--- config.mk ---
export PLATFORM = sky130hd
export DESIGN_NAME = clkirq_regs
export DESIGN_NICKNAME = d
export VERILOG_FILES = /design/src/include/clkirq_pkg.sv /design/src/core/clkirq_regs.sv
export VERILOG_INCLUDE_DIRS = /design/src /design/src/include
export SDC_FILE = /design/constraint.sdc
export NUM_CORES = 1
export LEC_CHECK = 0
export BUFFER_PORTS_ARGS = -buffer_cell sky130_fd_sc_hd__buf_2
export CAP_MARGIN = 15
export CORE_ASPECT_RATIO = 1.25
export CORE_MARGIN = 2
export CORE_UTILIZATION = 40
export CTS_CLUSTER_SIZE = 8
export DETAILED_ROUTE_END_ITERATION = 6
export SETUP_SLACK_MARGIN = 0.5
export SYNTH_ARGS = -nofsm -noshare
export SYNTH_HDL_FRONTEND = slang
export SYNTH_SLANG_ARGS = --single-unit
--- constraint.sdc ---
create_clock -name clk -period 1.5 [get_ports clk]
set_input_delay 0.075 -clock clk [delete_from_list [all_inputs] [get_ports clk]]
set_output_delay 0.075 -clock clk [all_outputs]
set_load 0.02 [all_outputs]
--- src/include/clkirq_params.svh ---
// register offsets, field positions, reset values and timing counts for the clock and mask registers
`ifndef CLKIRQ_PARAMS_SVH
`define CLKIRQ_PARAMS_SVH

// ----------------------------------------
// register offsets
// ----------------------------------------
`define CLKIRQ_ADDR_CLOCK_SYNC_CONFIG 8'h0A
`define CLKIRQ_ADDR_INTERRUPT_MASK_ONE 8'h0B

// ----------------------------------------
// clock_sync_config fields (register bit numbers 23..8)
// ----------------------------------------
`define CLKIRQ_PHASE_MSB 18
`define CLKIRQ_PHASE_LSB 16
`define CLKIRQ_OUT_SRC_BIT 15
`define CLKIRQ_EXT_REQ_BIT 14
`define CLKIRQ_IN_DIV_BIT 13
`define CLKIRQ_OSCILLATOR_MODULATION_ENABLE_BIT 12
`define CLKIRQ_TUNE_MSB 11
`define CLKIRQ_TUNE_LSB 8

// ----------------------------------------
// interrupt_mask_one fields
// ----------------------------------------
`define CLKIRQ_OC_PREREG_BIT 22
`define CLKIRQ_OC_FIRST_STEP_DOWN_BIT 20
`define CLKIRQ_OC_BUCK2_BIT 19
`define CLKIRQ_OC_BUCK3_BIT 18
`define CLKIRQ_OC_LIN1_BIT 17
`define CLKIRQ_OC_LIN2_BIT 16
`define CLKIRQ_TSD_BOOST_BIT 13
`define CLKIRQ_TSD_FIRST_STEP_DOWN_BIT 12
`define CLKIRQ_TSD_BUCK2_BIT 11
`define CLKIRQ_TSD_BUCK3_BIT 10
`define CLKIRQ_TSD_LIN1_BIT 9
`define CLKIRQ_TSD_LIN2_BIT 8
`define CLKIRQ_DATA_LSB 8

// ----------------------------------------
// reset values
// ----------------------------------------
`define CLKIRQ_CLOCK_RESET 16'h0000
`define CLKIRQ_MASK_RESET 16'h0000

// ----------------------------------------
// timing
// ----------------------------------------
`define CLKIRQ_SYS_CLK_MHZ 100
`define CLKIRQ_PHASE_CLK_MHZ 20
`define CLKIRQ_PHASE_TICK_CYCLES (`CLKIRQ_SYS_CLK_MHZ / `CLKIRQ_PHASE_CLK_MHZ)
`define CLKIRQ_IN_DIV_RATIO 6
`define CLKIRQ_IN_HALF_EDGES (`CLKIRQ_IN_DIV_RATIO / 2)

`endif

--- src/include/clkirq_pkg.sv ---
// types shared by the clock and mask register block
package clkirq_pkg;
  typedef logic [15:0] clkirq_data_t;
  typedef logic [7:0] clkirq_addr_t;
  typedef enum logic {CLKIRQ_SRC_ONE, CLKIRQ_SRC_TWO} clkirq_src_t;
endpackage

--- src/core/clkirq_regs.sv ---
// clock synchronisation control and first interrupt mask register bank
//
// Overview of operation
// - sync output delayed by phase code times 20 MHz periods; code zero means none
// - output clock select bit picks internal clock one (0) or two (1)
// - writing one to external select bit requests sync input for the loop
// - input divider bit zero passes sync input, one divides it by six
// - modulation enable bit turns oscillator frequency modulation on or off
// - mask bit set blocks its event from the interrupt output; masks clear on reset
// - overcurrent masks at bits 22, 20, 19, 18, 17, 16
// - thermal shutdown masks at bits 13, 12, 11, 10, 9, 8
// - mask register bits 23, 21, 15, 14 reserved, written zero, read zero
`timescale 1ns/100ps
`include "clkirq_params.svh"

module clkirq_regs (
  // clock and reset
  input wire logic clk,
  input wire logic rst_n,
  // register access from the serial control interface
  input wire clkirq_pkg::clkirq_addr_t regAddr,
  input wire logic regWrite,
  input wire clkirq_pkg::clkirq_data_t regWriteData,
  input wire logic regRead,
  output clkirq_pkg::clkirq_data_t regReadData,
  // internal clocks
  input wire logic internalClockOne,
  input wire logic internalClockTwo,
  // synchronisation clocks
  input wire logic syncClockInput,
  output logic syncClockOutput,
  output logic syncInDivided,
  output logic externalSyncSelectRequest,
  // oscillator control
  output logic oscillatorModulationEnable,
  output logic [3:0] oscillatorTune,
  // regulator events and interrupt
  input wire logic [5:0] overcurrentEvent,
  input wire logic [5:0] thermalEvent,
  output logic interruptOut
);

  // ----------------------------------------
  // decoding
  // ----------------------------------------
  function automatic logic addrHit(input clkirq_pkg::clkirq_addr_t a, input clkirq_pkg::clkirq_addr_t target);
    addrHit = (a == target);
  endfunction

  function automatic int fieldPos(input int bitNum);
    fieldPos = bitNum - `CLKIRQ_DATA_LSB;
  endfunction

  wire logic clockHit = addrHit(regAddr, `CLKIRQ_ADDR_CLOCK_SYNC_CONFIG);
  wire logic maskHit = addrHit(regAddr, `CLKIRQ_ADDR_INTERRUPT_MASK_ONE);
  wire logic clockWrite = regWrite & clockHit;
  wire logic maskWrite = regWrite & maskHit;

  // ----------------------------------------
  // clock_sync_config storage
  // ----------------------------------------
  logic [2:0] phaseShift_q;
  clkirq_pkg::clkirq_src_t outSource_q;
  logic inDivider_q;
  logic modEnable_q;
  logic [3:0] tune_q;
  logic extRequest_q;

  always_ff @(posedge clk) begin
    if (!rst_n) begin
      phaseShift_q <= 3'h0;
      outSource_q <= clkirq_pkg::CLKIRQ_SRC_ONE;
      inDivider_q <= 1'h0;
      modEnable_q <= 1'h0;
      tune_q <= 4'h0;
    end else if (clockWrite) begin
      phaseShift_q <= regWriteData[fieldPos(`CLKIRQ_PHASE_MSB):fieldPos(`CLKIRQ_PHASE_LSB)];
      outSource_q <= clkirq_pkg::clkirq_src_t'(regWriteData[fieldPos(`CLKIRQ_OUT_SRC_BIT)]);
      inDivider_q <= regWriteData[fieldPos(`CLKIRQ_IN_DIV_BIT)];
      modEnable_q <= regWriteData[fieldPos(`CLKIRQ_OSCILLATOR_MODULATION_ENABLE_BIT)];
      tune_q <= regWriteData[fieldPos(`CLKIRQ_TUNE_MSB):fieldPos(`CLKIRQ_TUNE_LSB)];
    end
  end

  // request is a one-cycle pulse; a zero write leaves nothing behind
  always_ff @(posedge clk) begin
    if (!rst_n) begin
      extRequest_q <= 1'h0;
    end else begin
      extRequest_q <= clockWrite & regWriteData[fieldPos(`CLKIRQ_EXT_REQ_BIT)];
    end
  end

  assign externalSyncSelectRequest = extRequest_q;
  assign oscillatorModulationEnable = modEnable_q;
  assign oscillatorTune = tune_q;

  // ----------------------------------------
  // interrupt_mask_one storage
  // ----------------------------------------
  logic [5:0] ocMask_q;
  logic [5:0] tsdMask_q;
  logic intr_q;

  // event index 5..0: prereg/boost, first_step_down, buck2, buck3, linreg1, linreg2
  wire logic [5:0] ocMaskIn = {
    regWriteData[fieldPos(`CLKIRQ_OC_PREREG_BIT)],
    regWriteData[fieldPos(`CLKIRQ_OC_FIRST_STEP_DOWN_BIT)],
    regWriteData[fieldPos(`CLKIRQ_OC_BUCK2_BIT)],
    regWriteData[fieldPos(`CLKIRQ_OC_BUCK3_BIT)],
    regWriteData[fieldPos(`CLKIRQ_OC_LIN1_BIT)],
    regWriteData[fieldPos(`CLKIRQ_OC_LIN2_BIT)]};
  wire logic [5:0] tsdMaskIn = {
    regWriteData[fieldPos(`CLKIRQ_TSD_BOOST_BIT)],
    regWriteData[fieldPos(`CLKIRQ_TSD_FIRST_STEP_DOWN_BIT)],
    regWriteData[fieldPos(`CLKIRQ_TSD_BUCK2_BIT)],
    regWriteData[fieldPos(`CLKIRQ_TSD_BUCK3_BIT)],
    regWriteData[fieldPos(`CLKIRQ_TSD_LIN1_BIT)],
    regWriteData[fieldPos(`CLKIRQ_TSD_LIN2_BIT)]};

  always_ff @(posedge clk) begin
    if (!rst_n) begin
      ocMask_q <= 6'h00;
      tsdMask_q <= 6'h00;
    end else if (maskWrite) begin
      ocMask_q <= ocMaskIn;
      tsdMask_q <= tsdMaskIn;
    end
  end

  wire logic intrD = |(overcurrentEvent & ~ocMask_q) | |(thermalEvent & ~tsdMask_q);

  always_ff @(posedge clk) begin
    if (!rst_n) begin
      intr_q <= 1'h0;
    end else begin
      intr_q <= intrD;
    end
  end

  assign interruptOut = intr_q;

  // ----------------------------------------
  // read back
  // ----------------------------------------
  clkirq_pkg::clkirq_data_t clockView;
  clkirq_pkg::clkirq_data_t maskView;
  clkirq_pkg::clkirq_data_t readData_q;

  always_comb begin
    clockView = `CLKIRQ_CLOCK_RESET;
    clockView[fieldPos(`CLKIRQ_PHASE_MSB):fieldPos(`CLKIRQ_PHASE_LSB)] = phaseShift_q;
    clockView[fieldPos(`CLKIRQ_OUT_SRC_BIT)] = (outSource_q == clkirq_pkg::CLKIRQ_SRC_TWO);
    clockView[fieldPos(`CLKIRQ_IN_DIV_BIT)] = inDivider_q;
    clockView[fieldPos(`CLKIRQ_OSCILLATOR_MODULATION_ENABLE_BIT)] = modEnable_q;
    clockView[fieldPos(`CLKIRQ_TUNE_MSB):fieldPos(`CLKIRQ_TUNE_LSB)] = tune_q;
  end

  // reserved positions stay at the zero reset pattern
  always_comb begin
    maskView = `CLKIRQ_MASK_RESET;
    maskView[fieldPos(`CLKIRQ_OC_PREREG_BIT)] = ocMask_q[5];
    maskView[fieldPos(`CLKIRQ_OC_FIRST_STEP_DOWN_BIT)] = ocMask_q[4];
    maskView[fieldPos(`CLKIRQ_OC_BUCK2_BIT)] = ocMask_q[3];
    maskView[fieldPos(`CLKIRQ_OC_BUCK3_BIT)] = ocMask_q[2];
    maskView[fieldPos(`CLKIRQ_OC_LIN1_BIT)] = ocMask_q[1];
    maskView[fieldPos(`CLKIRQ_OC_LIN2_BIT)] = ocMask_q[0];
    maskView[fieldPos(`CLKIRQ_TSD_BOOST_BIT)] = tsdMask_q[5];
    maskView[fieldPos(`CLKIRQ_TSD_FIRST_STEP_DOWN_BIT)] = tsdMask_q[4];
    maskView[fieldPos(`CLKIRQ_TSD_BUCK2_BIT)] = tsdMask_q[3];
    maskView[fieldPos(`CLKIRQ_TSD_BUCK3_BIT)] = tsdMask_q[2];
    maskView[fieldPos(`CLKIRQ_TSD_LIN1_BIT)] = tsdMask_q[1];
    maskView[fieldPos(`CLKIRQ_TSD_LIN2_BIT)] = tsdMask_q[0];
  end

  wire clkirq_pkg::clkirq_data_t readSel = clockHit ? clockView : (maskHit ? maskView : 16'h0000);

  always_ff @(posedge clk) begin
    if (!rst_n) begin
      readData_q <= 16'h0000;
    end else if (regRead) begin
      readData_q <= readSel;
    end
  end

  assign regReadData = readData_q;

  // ----------------------------------------
  // 20 MHz phase tick and output clock delay
  // ----------------------------------------
  localparam logic [2:0] TickLast = 3'(`CLKIRQ_PHASE_TICK_CYCLES - 1);
  logic [2:0] tickCnt_q;
  logic [7:0] history_q;
  logic syncOut_q;

  wire logic phaseTick = (tickCnt_q == TickLast);
  wire logic srcLevel = (outSource_q == clkirq_pkg::CLKIRQ_SRC_TWO) ? internalClockTwo : internalClockOne;

  always_ff @(posedge clk) begin
    if (!rst_n) begin
      tickCnt_q <= 3'h0;
      history_q <= 8'h00;
    end else begin
      tickCnt_q <= phaseTick ? 3'h0 : tickCnt_q + 3'h1;
      if (phaseTick) begin
        history_q <= {history_q[6:0], srcLevel};
      end
    end
  end

  // tap zero is the live source so code zero adds no delay
  // history_q[0] already holds the newest tick sample, so code n reads history_q[n]: n full ticks, never fewer
  wire logic [7:0] taps = {history_q[7:1], srcLevel};

  always_ff @(posedge clk) begin
    if (!rst_n) begin
      syncOut_q <= 1'h0;
    end else begin
      syncOut_q <= taps[phaseShift_q];
    end
  end

  assign syncClockOutput = syncOut_q;

  // ----------------------------------------
  // sync input divider
  // ----------------------------------------
  localparam logic [1:0] EdgeLast = 2'(`CLKIRQ_IN_HALF_EDGES - 1);
  logic inPrev_q;
  logic [1:0] edgeCnt_q;
  logic divClk_q;
  logic divOut_q;

  wire logic inRise = syncClockInput & ~inPrev_q;

  // toggling every third rising edge gives one output period per six input periods
  always_ff @(posedge clk) begin
    if (!rst_n) begin
      inPrev_q <= 1'h0;
      edgeCnt_q <= 2'h0;
      divClk_q <= 1'h0;
    end else begin
      inPrev_q <= syncClockInput;
      if (inRise) begin
        edgeCnt_q <= (edgeCnt_q == EdgeLast) ? 2'h0 : edgeCnt_q + 2'h1;
        if (edgeCnt_q == EdgeLast) begin
          divClk_q <= ~divClk_q;
        end
      end
    end
  end

  always_ff @(posedge clk) begin
    if (!rst_n) begin
      divOut_q <= 1'h0;
    end else begin
      divOut_q <= inDivider_q ? divClk_q : syncClockInput;
    end
  end

  assign syncInDivided = divOut_q;

endmodule

==> summary.txt, run 1 <==
Clock network
  – # H-tree levels: 2
  – Clock buffers created by TritonCTS: 5
  – Root cell of the clock tree: sky130_fd_sc_hd__clkbuf_8
  – TritonCTS clock tree: done
  – CTS Buffer Depth: 2
  – Clk pin slew, worst setup/hold paths: 90 ps
  – Number of clock sinks seen by CTS: 54
  – Clock latency of the later-clocked register in the worst-skew pair: 300 ps

Routing
  – Count of vias placed by the detailed router: 1959
  – Post-detailed-route via-to-cell ratio: 5.10
  – Avg WL per Cell: 14.4 um
  – Post-Route WL: 5.52 mm
  – Post-route antenna net violation count: 0
  – Number of optimization iterations in the first detailed-route pass: 4
  – Initial DRC Count: 61
  – # DRC: 0

Die
  – Die span in x: 72.3 um
  – Die H: 89.4 um
  – Area of the core: 5700 um^2
  – IO Pins: 68
  – Initial core utilization: 0.409
  – Die footprint: 6470 um^2
  – Std cell rows: 31

Power
  – Total power per unit cell area: 821 nW/um^2
  – Worst VDD drop: 0.000555 V
  – Static leakage: 1.34 nW

Setup path
  – Kind of critical path: reg2reg
  – Worst endpoint required time: 1680 ps
  – Setup slack of the worst register-to-register path: 350 ps
  – Critical R2R Launch: phaseShift_q[0]
  – Logic depth of the worst register-to-register path: 3
  – Endpoint kind of the worst setup timing path: register
  – Worst reg2reg path endpoint: syncClockOutput
  – Startpoint class of the critical path: register
  – Maximum fanout encountered on the critical timing path: 3
  – Slowest stage cell on the critical path: sky130_fd_sc_hd__mux4_2
  – Critical-path cell list: mux4_2, nand3_2, o41ai_2
  – Critical path buffer and inverter count: 0
  – Family with the most delay on the worst path: multiplexers
  – Critical path's largest stage delay: 500 ps
  – WP data arrival: 1320 ps

Global routing
  – Global-route usage over all layers: 0.171
  – Initial antenna violation count: 0
  – Sum of overflow across all layers after global routing: 0
  – M3 GR Usage: 0.0304
  – Met2 Track Usage GR: 0.308
  – Global-route wire length before repair: 8.49 mm
  – Number of global-route vias before repair: 1800
  – Busiest layer in global routing: met2
  – Pin count of the biggest net entering global routing: 40
  – Met1 global-route usage: 0.203

Outcome
  – Outcome: finished clean

Layout
  – Fin cells: 384
  – Antenna diodes: 0
  – Number of nets at the end of the flow: 364
  – Area growth from synthesis to final layout: 30.9%
  – Fraction of final layout cells with drive strength greater than 1: 0.425

Synth
  – Ranking of synthesized cells by area: sky130_fd_sc_hd__dfxtp_1 (46%), sky130_fd_sc_hd__mux2i_1 (12%), sky130_fd_sc_hd__nand2_1 (8.8%), sky130_fd_sc_hd__mux2_2 (4.3%), sky130_fd_sc_hd__a32oi_1 (3.4%)
  – Cell count after synthesis: 253
  – Leading area contributor after synthesis: sky130_fd_sc_hd__dfxtp_1
  – Number of enable flip-flop cells after synthesis: 0
  – Most instantiated library cell after synthesis: sky130_fd_sc_hd__nand2_1
  – Flop and latch count out of synthesis: 54
  – Unique cell type count in the Yosys netlist: 35
  – Synthesized area divided by synthesized cell count: 9.23 um^2
  – Yosys warning count: 0
  – Fraction of the yosys area taken by sequential cells: 0.463
  – Post-Synthesis Cell Area: 2330 um^2
  – Area share of the largest cell type after synthesis: 0.463
  – Share of async-settable or async-resettable flops after synthesis: 0
  – Top cells by count, synth: sky130_fd_sc_hd__nand2_1 (55), sky130_fd_sc_hd__dfxtp_1 (54), sky130_fd_sc_hd__mux2i_1 (27), sky130_fd_sc_hd__nor2_1 (18), sky130_fd_sc_hd__a21oi_1 (12)
  – Dominant register cell in the synthesized netlist: sky130_fd_sc_hd__dfxtp_1

Timing
  – Sum of negative setup slack: 0 ps
  – Headroom to the max-slew limit: 0.647
  – Final setup fails: 0
  – Final hold vios: 0
  – RSZ-0062 raised after global routing: yes
  – Count of final max-slew check failures: 0
  – Setup skew after layout: 9.80 ps
  – Final worst slack: 352 ps
  – Max frequency: 0.871 GHz
  – Minimum clock period: 1150 ps
  – Final cycle utilization of the critical path: 0.766
  – Slew @ Worst Pin: 530 ps

Hold path
  – Number of instances on the worst hold path: 3
  – Hold path startpoint: regWriteData[14]
  – Type of the tightest min-delay check: in2reg
  – End point of the most critical hold path: ocMask_q[5]

Run
  – Count of maximum capacitance violations: 0

Place
  – Detailed Place HPWL: 3.81 mm
  – Number of buffers inserted by port buffering: 62
  – Number of cells after detailed placement: 371
  – GPL Wtd Cong: 0.731
  – Place WS: 57.2 ps
state kept, by name, indices dropped and copies added, names as in the netlist, 2 cells and up:
| signal | cells |
|---|---|
| history_q | 8 |
| regReadData | 13 |
| oscillatorTune | 4 |
| edgeCnt_q | 2 |
| ocMask_q | 6 |
| phaseShift_q | 3 |
| tickCnt_q | 3 |
| tsdMask_q | 6 |
where the power goes:
part | switching [mW] | internal (mW) | leakage, nW
logic | 0.141 | 0.118 | 0.853
registers | 0.0151 | 1.45 | 0.445
clock network | 0.431 | 0.357 | 0.0431
worst max path at each step:
| stage | slack, ps | startpoint | end | depth (start not counted) |
|---|---|---|---|---|
| 3_5_place_dp | 60 | regAddr[5] | phaseShift_q[0] | 5 |
| 6_report | 350 | phaseShift_q[0] | syncClockOutput | 3 |
| 4_1_cts | 360 | phaseShift_q[0] | syncClockOutput | 3 |
| 3_3_place_gp | 80 | regAddr[5] | inDivider_q | 5 |
| 5_1_grt | 330 | phaseShift_q[0] | syncClockOutput | 3 |
| 2_1_floorplan | 320 | regAddr[5] | inDivider_q | 4 |
kinds of logic (layout without fill, tap and decap cells):
kind of cell	count (synthesis)	after routing	synth area share
AOI/OAI and AO/OA	28	28	0.0841
xor gates and xnor gates	1	1	0.00375
adders and majority gates	2	2	0.0107
buffers and inverters	27	89	0.0547
DFF	54	54	0.463
muxes	37	37	0.169
other	1	3	0.00161
and+or+nand+nor	103	104	0.213
placed cells by master, fill, tap and decap left out, types with 7 or more instances in the layout:
cell,count
sky130_fd_sc_hd__buf_2,60
sky130_fd_sc_hd__nand2_1,53
sky130_fd_sc_hd__dfxtp_1,38
sky130_fd_sc_hd__mux2i_1,27
sky130_fd_sc_hd__nor2_1,18
sky130_fd_sc_hd__dfxtp_2,14
sky130_fd_sc_hd__a21oi_1,9
sky130_fd_sc_hd__nor2b_1,9
sky130_fd_sc_hd__buf_4,9
sky130_fd_sc_hd__mux2_2,7
stage by stage:
| stage | area, um^2 | hold WS [ps] | power, mW | util |
|---|---|---|---|---|
| floorplan | 2410 | 189 | 1.64 | - |
| global placement | 2730 | 291 | 1.72 | 0.478 |
| detailed placement | 2730 | 297 | 1.72 | 0.478 |
| CTS | 2910 | 2.66 | 2.52 | 0.510 |
| global route | 3060 | 20.9 | 2.63 | 0.536 |
| finish | 3060 | 3.21 | 2.51 | 0.536 |
worst reg2reg max path, delay by kind of cell, from the launching register on:
kind	cells	cell delay, ps
and+or+nand+nor	1	80
AOI/OAI and AO/OA	1	70
muxes	1	500
DFF	1	370
layer usage:
metal	routed length, um	part of all wire	vias up
met1	2450	0.44	930
li1	-	-	989
met2	2810	0.51	35
met4	74	0.013	0
met5	0	0	-
met3	188	0.034	5
area by class of cell:
cell class | count | area, um^2
Sequential cell | 54 | 1110
Fill cell | 553 | 2650
Tap cell | 66 | 82.6
Inverter | 8 | 30.0
Multi-Input combinational cell | 175 | 1310
Timing Repair Buffer | 75 | 443
Clock buffer | 6 | 82.6
what timing repair did:
action / in CTS / in global routing
hold buffers: 1 / 0
pin swaps: 6 / 16
hold endpoints to repair: 1 / 0
resized for setup: 21 / 28
cloned: 0 / 1
buffers inserted: 3 / 2
endpoints found under the setup margin: 24 / 41
(Power assumes the default switching activity.)
==> inputs of run 2 (changes only) <==
- ABC_AREA: unset -> 1
- clock period: 1.5 -> 1.1 ns (I/O delays scaled with it)
==> summary.txt, run 2 <==
Layout
  – Number of nets at the end of the flow: 540 (+48%)
  – Number of flip-flops under the largest register name: 13 (unchanged)
  – Most used cells in the layout excluding fill and tap cells: sky130_fd_sc_hd__nand2_1 (64), sky130_fd_sc_hd__nor2_1 (54), sky130_fd_sc_hd__inv_1 (48), sky130_fd_sc_hd__buf_6 (48), sky130_fd_sc_hd__dfxtp_2 (40)
  – Fraction of final layout cells with drive strength greater than 1: 0.558 (+0.134)
  – Most common cell after layout, fill and taps aside: sky130_fd_sc_hd__nand2_1
  – Utilization of the core after routing: 0.704 (+0.168)
  – Antenna diodes: 0 (unchanged)
  – Area growth from synthesis to final layout: 70.6%

Clock network
  – CTS Buffer Depth: 2 (unchanged)
  – Root cell of the clock tree: sky130_fd_sc_hd__clkbuf_8
  – TritonCTS clock tree: done
  – Number of clock sinks seen by CTS: 54 (unchanged)
  – Clk pin slew, worst setup/hold paths: 100 ps (about the same)
  – Count of hold-fix buffers inserted at cts: 2 (+1)
  – Clock latency of the later-clocked register in the worst-skew pair: 310 ps (about the same)
  – # H-tree levels: 2 (unchanged)
  – Clock buffers created by TritonCTS: 5 (unchanged)

Global routing
  – Sum of overflow across all layers after global routing: 0 (unchanged)
  – Pin count of the biggest net entering global routing: 25 (-38%)
  – Global-route usage over all layers: 0.220 (+0.0492)
  – Global-route wire length before repair: 12.0 mm (+41%)
  – Number of global-route vias before repair: 2664 (+48%)
  – Initial antenna violation count: 0 (unchanged)

Timing
  – Final hold vios: 8 (+8)
  – Headroom to the max-slew limit: 0.616 (-0.0306)
  – Max frequency: 1.03 GHz (+18%)
  – Sum of negative setup slack: 0 ps (unchanged)
  – Slew @ Worst Pin: 576 ps (+46.5 ps)
  – Final cycle utilization of the critical path: 0.882 (+0.117)
  – Setup skew after layout: 7.68 ps (-2.12 ps)
  – Count of final max-slew check failures: 0 (unchanged)
  – Final setup fails: 0 (unchanged)
  – RSZ-0062 raised after global routing: yes
  – Minimum clock period: 971 ps (-178 ps)
  – Worst hold slack across all endpoints: -28.2 ps (-31.5 ps)

Power
  – Fraction of power consumed by combinational cells: 0.170 (+0.067)
  – Worst VDD drop: 0.000770 V (+39%)
  – Static leakage: 2.04 nW (+52%)
  – Proportion of power drawn by the clock network: 0.328 (+0.014)
  – Proportion of power drawn by flip-flops and latches: 0.502 (-0.081)
  – Sw Share: 0.262 (+0.0281)
  – Cell internal power dissipation: 3.01 mW (+56%)
  – Net Sw Power: 1.07 mW (+82%)
  – Total power per unit cell area: 939 nW/um^2 (+14%)

Synth
  – Number of enable flip-flop cells after synthesis: 0 (unchanged)
  – Fraction of the yosys area taken by sequential cells: 0.425 (-0.0382)
  – Flop and latch count out of synthesis: 54 (unchanged)
  – Yosys warning count: 0 (unchanged)
  – Top cells by count, synth: sky130_fd_sc_hd__nand2_1 (97), sky130_fd_sc_hd__inv_1 (78), sky130_fd_sc_hd__nor2_1 (66), sky130_fd_sc_hd__dfxtp_1 (54), sky130_fd_sc_hd__nand3_1 (43)
  – Share of async-settable or async-resettable flops after synthesis: 0 (unchanged)
  – Ranking of synthesized cells by area: sky130_fd_sc_hd__dfxtp_1 (42%), sky130_fd_sc_hd__nand2_1 (14%), sky130_fd_sc_hd__inv_1 (12%), sky130_fd_sc_hd__nor2_1 (9.7%), sky130_fd_sc_hd__nand3_1 (8.5%)
  – Leading area contributor after synthesis: sky130_fd_sc_hd__dfxtp_1
  – Cell count after synthesis: 395 (+56%)
  – Unique cell type count in the Yosys netlist: 23 (-34%)
  – Area share of the largest cell type after synthesis: 0.425 (-0.0382)
  – Most instantiated library cell after synthesis: sky130_fd_sc_hd__nand2_1
  – Synthesized area divided by synthesized cell count: 6.44 um^2 (-30%)
  – Dominant register cell in the synthesized netlist: sky130_fd_sc_hd__dfxtp_1
  – Post-Synthesis Cell Area: 2540 um^2 (+9.0%)

Setup path
  – Maximum fanout encountered on the critical timing path: 5 (+2)
  – Worst endpoint required time: 1290 ps (-390 ps)
  – Slowest stage cell on the critical path: sky130_fd_sc_hd__dfxtp_2
  – WP data arrival: 1160 ps (-160 ps)
  – Startpoint class of the critical path: register
  – Critical-path cell list: inv_2, ha_4, nand2_8, nand2_4, o22ai_2
  – Critical path buffer and inverter count: 1 (+1)
  – Family with the most delay on the worst path: flip-flops
  – Critical path's largest stage delay: 340 ps (-160 ps)
  – Endpoint kind of the worst setup timing path: register
  – Kind of critical path: reg2reg

Routing
  – Post-detailed-route via-to-cell ratio: 4.70 (-7.8%)
  – Post-Route WL: 7.52 mm (+36%)
  – Initial DRC Count: 93 (+52%)
  – Avg WL per Cell: 12.9 um (-10%)
  – Count of vias placed by the detailed router: 2733 (+40%)
  – Number of optimization iterations in the first detailed-route pass: 5 (+1)
  – # DRC: 0 (unchanged)
  – Post-route antenna net violation count: 0 (unchanged)

Hold path
  – Type of the tightest min-delay check: in2reg

Place
  – Detailed Place HPWL: 4.39 mm (+15%)
  – Number of buffers inserted by port buffering: 62 (unchanged)
  – GPL Wtd Cong: 0.792 (+8.3%)

Die
  – Initial core utilization: 0.413 (+0.00326)
  – Area of the core: 6170 um^2 (+8.1%)
  – IO Pins: 68 (unchanged)
  – Die span in x: 75.3 um (+4.2%)
  – Die H: 93.2 um (+4.2%)
  – Std cell rows: 32 (+3.2%)
  – Die footprint: 7020 um^2 (+8.5%)

Run
  – Count of maximum capacitance violations: 0 (unchanged)

Outcome
  – Failing checks: hold timing
  – Outcome: finished, violations left
[run 2: cell count changes after synthesis, moves of 4 or more]
cell / change
sky130_fd_sc_hd__mux2i_1: -27
sky130_fd_sc_hd__nand2_1: +42
sky130_fd_sc_hd__inv_1: +70
sky130_fd_sc_hd__o22ai_1: +7
sky130_fd_sc_hd__nand3_1: +42
sky130_fd_sc_hd__nor2b_1: -11
sky130_fd_sc_hd__o21ai_0: +7
sky130_fd_sc_hd__clkbuf_1: -4
sky130_fd_sc_hd__buf_2: +5
sky130_fd_sc_hd__mux2_2: -9
sky130_fd_sc_hd__nor2_1: +48
sky130_fd_sc_hd__a32oi_1: -9
[run 2: power groups by stage]
stage	Clock, mW	Combinational (mW)	Sequential [mW]
2_1_floorplan	0	0.278	2.11
3_3_place_gp	0	0.467	2.08
3_5_place_dp	0	0.474	2.08
4_1_cts	1.38	0.624	2.04
5_1_grt	1.45	0.757	2.05
6_report	1.34	0.694	2.04
[run 2: cells by family (layout without fill, tap and decap cells)]
family | count (synthesis) | after routing | share of synthesized area
AND/OR/NAND/NOR | 216 | 220 | 0.353
buffers and inverters | 96 | 191 | 0.153
flip-flops | 54 | 54 | 0.425
AO/OA/AOI/OAI | 25 | 25 | 0.0546
adder cells (fa/ha/maj) | 2 | 2 | 0.00983
other | 1 | 3 | 0.00147
XOR/XNOR | 1 | 1 | 0.00344
[run 2: cell type report]
type,instances,area [um^2]
clock inverter,2,37.5
multi-input combinational,251,1580
timing repair buffer,105,1060
tap,85,106
fill,518,1830
inverter,78,335
sequential,54,1140
clock buffer,6,72.6
[run 2: final timing paths]
kind                    start            to  slack [ps]  cells after the start
min reg2reg      tickCnt_q[0]  tickCnt_q[0]         430                      1
max              tickCnt_q[1]  history_q[1]         130                      5
max reg2reg      tickCnt_q[1]  history_q[1]         130                      5
min          regWriteData[12]   ocMask_q[4]         -30                      3
[run 2: metrics by stage]
| step | instance area [um^2] | instances | worst slack, ps | power (mW) | hold WS [ps] |
|---|---|---|---|---|---|
| final | 4340 | 581 | 129 | 4.07 | -28.2 |
| after global routing | 4340 | 581 | 64.2 | 4.26 | -28.1 |
| after CTS | 4030 | 572 | 146 | 4.05 | -35.8 |
| after detailed placement | 3130 | 535 | -39.6 | 2.55 | 269 |
| after global placement | 3130 | 535 | 11.4 | 2.55 | 264 |
| after floorplan | 2760 | 397 | 229 | 2.38 | 148 |
[run 2: per-layer routing]
layer / part of all wire / global-route usage / up-vias
met5: 0 / 0 / -
met2: 0.54 / 0.398 / 70
met3: 0.045 / 0.0388 / 12
li1: - / - / 1393
met1: 0.39 / 0.263 / 1258
met4: 0.020 / 0.0526 / 0
[run 2: timing repair]
action / CTS / global route
endpoints found under the hold margin: 12 / 5
pin swaps: 54 / 43
gates resized for setup: 160 / 75
gates cloned: 6 / 1
buffers inserted: 21 / 8
setup endpoints to repair: 75 / 76
[run 2: worst register-to-register path, delay by kind of cell (launching register included)]
family                   cells  cell delay (ps)
flip-flops                   1              340
AND/OR/NAND/NOR              2              210
adder cells (fa/ha/maj)      1              180
AO/OA/AOI/OAI                1               80
buffers and inverters        1               60
